==> src/verilog/mcec_pkg.sv <==
// Package of constants for the machine-check error code encoder
package mcec_pkg;

    // Error source classes presented by the reporting logic
    localparam logic [3:0] SRC_UNCLASS   = 4'h0;
    localparam logic [3:0] SRC_UCODE_PAR = 4'h1;
    localparam logic [3:0] SRC_EXTERNAL  = 4'h2;
    localparam logic [3:0] SRC_REDUNDANT = 4'h3;
    localparam logic [3:0] SRC_INTERNAL  = 4'h4;
    localparam logic [3:0] SRC_TLB       = 4'h5;
    localparam logic [3:0] SRC_CACHE     = 4'h6;
    localparam logic [3:0] SRC_BUS       = 4'h7;
    localparam logic [3:0] SRC_TIMER     = 4'h8;

    // Simple and fixed codes
    localparam logic [15:0] CODE_NONE       = 16'h0000;
    localparam logic [15:0] CODE_UNCLASS    = 16'h0001;
    localparam logic [15:0] CODE_UCODE_PAR  = 16'h0002;
    localparam logic [15:0] CODE_EXTERNAL   = 16'h0003;
    localparam logic [15:0] CODE_REDUNDANT  = 16'h0004;
    localparam logic [5:0]  PFX_INTERNAL    = 6'h01;
    localparam logic [11:0] PFX_TLB         = 12'h001;
    localparam logic [7:0]  PFX_CACHE       = 8'h01;
    localparam logic [4:0]  PFX_BUS         = 5'h01;
    localparam logic [15:0] CODE_TIMER      = 16'h0400;

    // Sub-field encodings
    localparam logic [1:0] TK_GENERIC  = 2'h2;
    localparam logic [1:0] HL_GENERIC  = 2'h3;
    localparam logic [3:0] RQ_GEN_ERR  = 4'h0;
    localparam logic [3:0] RQ_GEN_RD   = 4'h1;
    localparam logic [3:0] RQ_GEN_WR   = 4'h2;
    localparam logic [3:0] RQ_DATA_RD  = 4'h3;
    localparam logic [3:0] RQ_DATA_WR  = 4'h4;
    localparam logic [3:0] RQ_IFETCH   = 4'h5;
    localparam logic [3:0] RQ_EVICTION_REQ    = 4'h7;
    localparam logic [3:0] RQ_SNOOP    = 4'h8;
    localparam logic [1:0] AS_RESERVED = 2'h1;
    localparam logic [1:0] AS_OTHER    = 2'h3;

endpackage : mcec_pkg

==> src/verilog/mcec_encoder.sv <==
// Machine-check architectural error code encoder and status holder
`timescale 1ns/10ps
`default_nettype none

module mcec_encoder (
    input  wire logic        CLOCK_I,
    input  wire logic        RST_I,
    input  wire logic        ERR_VALID_I,
    input  wire logic [3:0]  ERR_SOURCE_I,
    input  wire logic [1:0]  TRANSACTION_KIND_FIELD_I,
    input  wire logic [1:0]  HIERARCHY_LEVEL_FIELD_I,
    input  wire logic [3:0]  REQUEST_KIND_FIELD_I,
    input  wire logic [1:0]  PARTICIPATION_FIELD_I,
    input  wire logic        TIMED_OUT_I,
    input  wire logic [1:0]  ACCESS_SPACE_FIELD_I,
    input  wire logic [9:0]  INTERNAL_DETAIL_I,
    input  wire logic        STATUS_CLEAR_I,
    input  wire logic        BUS_INIT_SIGNAL_I,
    input  wire logic        OBSERVE_STRAP_I,
    input  wire logic        MACHINE_CHECK_ENABLE_BIT_I,
    output logic [15:0]      BANK_ERROR_STATUS_O,
    output logic             ENTRY_VALID_FLAG_O,
    output logic             MC_EXCEPTION_O
);
    import mcec_pkg::*;

    // Block overview
    // The reporting logic presents one error per cycle on ERR_VALID_I,
    // together with a source class and the sub-fields that belong to it.
    // The encoder builds the 16-bit architectural code in one pass of
    // combinational logic and the status holder captures it on the next
    // rising edge, raising the valid flag at the same time.
    // Software later clears the entry through STATUS_CLEAR_I.
    //
    // Timing summary
    // Cycle 0: report strobe and fields stand at the rising edge.
    // Cycle 1: code and valid flag show the report, and stay until the
    //          next report or a clear.
    // A clear in the same cycle as a report is ignored: the report wins,
    // so an error can never be lost to a late clear from software.
    //
    // Bus-init path
    // The bus-init pin, the observation strap and the enable bit come from
    // outside the core clock, so each passes two flip-flops first.
    // The strap is a power-on choice; it is taken once, just after reset.
    // An exception pulse needs a rising bus-init edge, the strap and the
    // enable bit, and lasts exactly one cycle.
    //
    // Limitations
    // Only the architectural low field is produced; model-specific bits,
    // overflow tracking and the rest of the status word live elsewhere.
    // A second report before software reads the first simply overwrites it.

    // Index of each pin inside the synchroniser vector
    localparam int unsigned PIN_BUS_INIT = 0;
    localparam int unsigned PIN_STRAP    = 1;
    localparam int unsigned PIN_ENABLE   = 2;
    localparam int unsigned PIN_COUNT    = 3;

    // Raw pins gathered so one generate loop can synchronise them all
    wire logic [PIN_COUNT-1:0] pin_raw_w = {MACHINE_CHECK_ENABLE_BIT_I,
                                            OBSERVE_STRAP_I,
                                            BUS_INIT_SIGNAL_I};

    // Synchronised pins; only the second flop of each stage drives this
    wire logic [PIN_COUNT-1:0] pin_sync_q;

    // Power-on strap capture state and bus-init previous value
    logic       strap_seen_q;
    logic       strap_q;
    logic       bus_init_prev_q;

    // Request kind legaliser
    // Codes above snoop are reserved and collapse to generic error.
    // Eviction and snoop only make sense for a cache, so outside a cache
    // code they also collapse to generic error rather than mislead software.
    // Generic read and write pass through untouched: the source uses them
    // when it cannot tell instructions from data.
    // Request kind with cache-only kinds folded away for bus
    function automatic logic [3:0] legal_req(input logic [3:0] req, input logic cache_ok);
        if (req > RQ_SNOOP) begin
            legal_req = RQ_GEN_ERR;
        end else if (!cache_ok && (req == RQ_EVICTION_REQ || req == RQ_SNOOP)) begin
            legal_req = RQ_GEN_ERR;
        end else begin
            legal_req = req;
        end
    endfunction : legal_req

    // Sub-field sanitising
    // A reserved transaction kind becomes generic, and a reserved access
    // space becomes other; this keeps every written code architectural at
    // the price of losing what the source meant by the odd value.
    // Level, participation and time-out have no reserved values.
    // Sub-field sanitising: reserved kind becomes generic, reserved space other
    wire logic [1:0] tk_w  = (TRANSACTION_KIND_FIELD_I == 2'h3) ? TK_GENERIC
                           : TRANSACTION_KIND_FIELD_I;
    wire logic [1:0] hl_w  = HIERARCHY_LEVEL_FIELD_I;
    wire logic [1:0] pp_w  = PARTICIPATION_FIELD_I;
    wire logic       to_w  = TIMED_OUT_I;
    wire logic [1:0] as_w  = (ACCESS_SPACE_FIELD_I == AS_RESERVED) ? AS_OTHER
                           : ACCESS_SPACE_FIELD_I;
    wire logic [3:0] rq_c  = legal_req(REQUEST_KIND_FIELD_I, 1'b1);
    wire logic [3:0] rq_nc = legal_req(REQUEST_KIND_FIELD_I, 1'b0);

    // Code selection
    // Exactly one form is chosen per report, from the source class alone.
    // Source code zero and codes nine and above have no arm of their own,
    // so the default arm gives them all the unclassified code.
    // The selection is purely combinational and is only used when the
    // report strobe is high, so its value in idle cycles does not matter.
    // Encoding chosen by the error source, one per error
    logic [15:0] code_w;
    always_comb begin
        unique case (ERR_SOURCE_I)
            SRC_UCODE_PAR: code_w = CODE_UCODE_PAR;
            SRC_EXTERNAL:  code_w = CODE_EXTERNAL;
            SRC_REDUNDANT: code_w = CODE_REDUNDANT;
            SRC_INTERNAL:  code_w = {PFX_INTERNAL, INTERNAL_DETAIL_I};
            SRC_TLB:       code_w = {PFX_TLB, tk_w, hl_w};
            SRC_CACHE:     code_w = {PFX_CACHE, rq_c, tk_w, hl_w};
            SRC_BUS:       code_w = {PFX_BUS, pp_w, to_w, rq_nc, as_w, hl_w};
            SRC_TIMER:     code_w = CODE_TIMER;
            default:       code_w = CODE_UNCLASS;
        endcase
    end

    // Two-flop synchronisers for bus-init, strap and enable pins
    // No reset here on purpose: the pins keep being sampled during reset,
    // so the strap value is already settled at the first edge after release.
    // Resetting these flops would hand the strap capture a forced zero.
    // Only the second flop of each stage is read by any logic.
    genvar g;
    generate
        for (g = 0; g < PIN_COUNT; g++) begin : g_pin_sync
            logic meta_q;
            logic sync_q;
            always_ff @(posedge CLOCK_I) begin
                meta_q <= pin_raw_w[g];
                sync_q <= meta_q;
            end
            assign pin_sync_q[g] = sync_q;
        end
    endgenerate

    // Power-on strap capture
    // The strap must be stable for at least two cycles before reset ends.
    // Changes of the strap pin after that are ignored until the next reset.
    // Strap latched once after reset release, like a power-on configuration
    always_ff @(posedge CLOCK_I) begin
        if (RST_I) begin
            strap_seen_q <= 1'b0;
            strap_q      <= 1'b0;
        end else if (!strap_seen_q) begin
            strap_seen_q <= 1'b1;
            strap_q      <= pin_sync_q[PIN_STRAP];
        end
    end

    // Bus-init edge and exception gate
    // The previous-value flop resets to the idle level of the pin, so no
    // false edge appears after reset while the pin rests low.
    // A pin held high across reset gives no exception: only a fresh
    // assertion counts, which also stops a stuck pin from repeating pulses.
    wire logic bus_init_rise_w = pin_sync_q[PIN_BUS_INIT] && !bus_init_prev_q;
    wire logic take_exc_w      = bus_init_rise_w && strap_q && pin_sync_q[PIN_ENABLE];

    // Status capture
    // The code and the valid flag share one process so they can never
    // disagree; the exception pulse rides along as a plain registered copy.
    // Every output comes straight from a flop, so software and the checker
    // always see settled values after the edge.
    // Status capture; new error wins over a same-cycle clear
    always_ff @(posedge CLOCK_I) begin
        if (RST_I) begin
            BANK_ERROR_STATUS_O <= CODE_NONE;
            ENTRY_VALID_FLAG_O  <= 1'b0;
            MC_EXCEPTION_O      <= 1'b0;
            bus_init_prev_q     <= 1'b0;
        end else begin
            bus_init_prev_q <= pin_sync_q[PIN_BUS_INIT];
            MC_EXCEPTION_O  <= take_exc_w;
            if (ERR_VALID_I) begin
                BANK_ERROR_STATUS_O <= code_w;
                ENTRY_VALID_FLAG_O  <= 1'b1;
            end else if (STATUS_CLEAR_I) begin
                BANK_ERROR_STATUS_O <= CODE_NONE;
                ENTRY_VALID_FLAG_O  <= 1'b0;
            end
        end
    end

endmodule : mcec_encoder
`default_nettype wire

==> config.mk <==
export PLATFORM = sky130hd
export DESIGN_NAME = mcec_encoder
export DESIGN_NICKNAME = d
export VERILOG_FILES = /design/src/verilog/mcec_pkg.sv /design/src/verilog/mcec_encoder.sv
export SDC_FILE = /design/constraint.sdc
export NUM_CORES = 1
export LEC_CHECK = 0
export BUFFER_PORTS_ARGS = -buffer_cell sky130_fd_sc_hd__buf_4
export CAP_MARGIN = 20
export CORE_ASPECT_RATIO = 0.75
export CORE_MARGIN = 1
export CORE_UTILIZATION = 30
export DETAILED_ROUTE_END_ITERATION = 7
export HOLD_SLACK_MARGIN = 0.06
export PLACE_DENSITY = 0.59
export SLEW_MARGIN = 20
export SYNTH_ARGS = -nofsm -noshare
export SYNTH_HDL_FRONTEND = slang
export SYNTH_SLANG_ARGS = --single-unit
==> constraint.sdc <==
create_clock -name CLOCK_I -period 1.1 [get_ports CLOCK_I]
set_clock_uncertainty 0.1 [all_clocks]
set_input_delay 0.055 -clock CLOCK_I [delete_from_list [all_inputs] [get_ports CLOCK_I]]
set_output_delay 0.055 -clock CLOCK_I [all_outputs]
set_load 0.1 [all_outputs]
==> flow_metrics.py <==
metrics = {
    "status": {
        "status": "finished, violations left",
        "violations": "negative hold slack",
    },
    "global_routing": {
        "grt_pass1_vias": 984,
        "grt_pass1_wl_mm": 4.57,
        "antenna_found_initial": 0,
        "grt_max_degree": 15,
        "overflow": 0,
        "grt_use_total_pct": 15.6,
    },
    "power": {
        "p_comb_share_pct": 25.6,
        "p_switching_uw": 585,
        "pwr-share-clk_pct": 28.1,
        "intPower_uw": 1300,
        "pwr_density_cell_mw_per_mm2": 1150,
        "leakage_uw": 0.000737,
        "p_sw_share_pct": 31.0,
        "ir_worst_vdd_mv": 0.460,
        "seq_power_share_pct": 46.3,
    },
    "min_path": {
        "hold-path-cell-count": 2,
        "whs_endpoint": "BANK_ERROR_STATUS_O[10]",
        "worstHoldStart": "RST_I",
        "hold_path_class": "primary input to flop",
    },
    "timing": {
        "setup_viol": 0,
        "worst_slack_ns": 0.0225,
        "setup_tns_ns": 0,
        "hold_viol_final": 6,
        "final_max_slew_viol_count": 0,
        "holdWs_ns": -0.0851,
        "rsz0062_at_grt": "no",
        "finalCriticalPeriod_ns": 1.08,
        "fin_crit_sh_pct": 98.0,
        "fmax_mhz": 928,
    },
    "cts": {
        "clkSinkCount": 23,
        "htreeDepth": 1,
        "cts_made_buffers": 3,
        "cts_tree": "built",
        "cts_resized": 0,
        "cts_buffer_depth": 2,
        "root_buffer": "clkbuf_8",
        "clk_latency_ns": 0.27,
        "clkTransAtPathRegs_ns": 0.09,
        "cts_hold_buf": 11,
    },
    "critical_path": {
        "crit_path_end_kind": "flop",
        "arrival_ns": 1.18,
        "timing.rr.start": "BANK_ERROR_STATUS_O[11]",
        "worstPathMaxFanout": 6,
        "required_ns": 1.20,
        "worst_path_max_delay_cell": "dlygate4sd3_1",
        "r2r_cells": 3,
        "path_cells": "buf_4 -> dlygate4sd3_1 -> nor2_1 -> a32o_1",
        "max_stage_delay_ns": 0.55,
        "setup.worst_path.start_class": "primary input",
        "r2r_setup_slack_ns": 0.15,
        "path_class": "primary input to flop",
        "r2r_end": "BANK_ERROR_STATUS_O[11]",
    },
    "placement": {
        "dpl.hpwl_mm": 2.22,
        "place_ws_ns": -0.0492,
        "place_congestion": 0.833,
        "portBuffers": 47,
    },
    "layout": {
        "layout-drive-gt1-share_pct": 42.3,
        "final_nets": 217,
        "areaGrowthSynthToFinish_pct": 50.8,
        "antenna_cells": 0,
        "layout_common_cells": "buf_4 (55), nand2_1 (15), dfxtp_2 (11), dlygate4sd3_1 (11), dfxtp_1 (10)",
        "layout_commonest_cell": "buf_4",
    },
    "die": {
        "die_area_sq_mm": 0.00388,
        "io_pins": 52,
        "start_util_pct": 32.3,
        "core_sq_mm": 0.00338,
        "dieWidth_um": 71.6,
        "die_h_um": 54.2,
        "row_count": 18,
    },
    "route": {
        "drc": 0,
        "via_count": 1064,
        "drt_iter0_markers": 64,
        "drt.antenna.violating_nets": 0,
        "wirelength_mm": 2.86,
        "wire_per_inst_um": 12.9,
        "firstDrtPassIters": 4,
        "viasPerCell": 4.79,
    },
    "yosys": {
        "yosysSeqAreaShare_pct": 42.2,
        "synth-edff-count": 0,
        "synth_seq_cells": 23,
        "syn_area_per_cell_sq_um": 9.02,
        "netlist_area_sq_mm": 0.00109,
        "ys.flop_type": "dfxtp_1",
        "yosys_warnings": 0,
        "synth_cell_types": 36,
        "synth-async-reset-ratio_pct": 0,
        "syn_inst": 121,
    },
    "job": {
        "maxCapViolCount": 0,
    },
}
-- per-stage QoR --
stage	instance area, sq um	utilization (%)	total power, uW	hold slack (ns)	instances
finish	1650	48.7	1890	-0.0851	222
global route	1650	48.7	1980	-0.0881	222
CTS	1650	48.7	1900	-0.0980	222
detailed placement	1490	44.1	1340	0.0624	207
global placement	1490	44.1	1340	0.0598	207
floorplan	1120	-	1200	-0.0173	124
-- per-layer routing --
metal,up-vias,GRT usage (%),routed length [um]
li1,545,-,-
met1,482,19.8,1370
met2,35,26.3,1290
met3,2,4.97,186
met4,0,3.92,19
met5,-,0,0
-- layout make-up --
type / count / area [sq um]
flip-flops and latches: 23 / 482
fillers: 341 / 1730
repair buffers: 66 / 523
clock buffers: 3 / 41.3
well taps: 40 / 50.0
clock inverters: 1 / 5.00
inverters: 5 / 18.8
multi-input cells: 84 / 526
-- flip-flops by register name, summed over array words and instances, names as in the netlist --
register	count
g_pin_sync.sync_q	3
MC_EXCEPTION_O	1
g_pin_sync.meta_q	3
ENTRY_VALID_FLAG_O	1
BANK_ERROR_STATUS_O	12
bus_init_prev_q	1
strap_q	1
strap_seen_q	1
-- critical path, delay by kind of cell --
kind	cells	cell delay [ns]
AOI/OAI and AO/OA	1	0.20
buffers and inverters	2	0.68
and+or+nand+nor	1	0.23
-- power by group through the flow --
stage / Combinational, uW / Clock, uW / Sequential [uW]
3_3_place_gp: 446 / 0 / 892
5_1_grt: 512 / 589 / 878
3_5_place_dp: 449 / 0 / 894
4_1_cts: 482 / 549 / 874
2_1_floorplan: 209 / 0 / 992
6_report: 483 / 529 / 873
-- logic make-up after synthesis --
family / synth area share (%)
flops: 42.2
compound gates: 18.6
xor+xnor: 1.61
buf+inv: 10.7
mux: 1.83
simple gates: 24.8
other cells: 0.344
-- synthesized netlist by cell type, drive strengths merged, types with 2 or more instances --
| cell type | instances | area share (%) |
|---|---|---|
| mux2i | 2 | 1.8 |
| xnor2 | 2 | 1.6 |
| dfxtp | 23 | 42 |
| a31oi | 5 | 2.9 |
| nor2b | 3 | 1.7 |
| nand2b | 2 | 1.1 |
| nand2 | 15 | 5.2 |
| nand4 | 2 | 1.1 |
| buf | 12 | 8.9 |
| and4b | 2 | 1.8 |
| nor3 | 4 | 3.3 |
| nand3 | 5 | 2.3 |
| nor2 | 8 | 3.0 |
| a32o | 3 | 2.8 |
| and3 | 2 | 1.1 |
| a21oi | 3 | 1.4 |
| inv | 5 | 1.7 |
| nor3b | 2 | 1.4 |
| o21ai | 9 | 4.1 |
| a311oi | 2 | 2.2 |
-- worst max-delay path by stage --
stage / endpoint / start / depth (start not counted) / slack [ns]
after floorplan: BANK_ERROR_STATUS_O[10] / BANK_ERROR_STATUS_O[10] / 2 / -0.10
after global placement: BANK_ERROR_STATUS_O[4] / ERR_SOURCE_I[0] / 5 / -0.03
after detailed placement: BANK_ERROR_STATUS_O[6] / ERR_SOURCE_I[0] / 5 / -0.05
after CTS: BANK_ERROR_STATUS_O[8] / ERR_SOURCE_I[3] / 4 / 0.03
after global routing: BANK_ERROR_STATUS_O[2] / ERR_SOURCE_I[3] / 3 / 0.004
final: BANK_ERROR_STATUS_O[8] / ERR_SOURCE_I[3] / 4 / 0.02
-- repair_timing --
action | CTS | global route
hold endpoints to repair | 16 | 6
setup endpoints to repair | 0 | 0
buffers inserted | 0 | 0
Note: power is estimated with default switching activity, not from simulation.
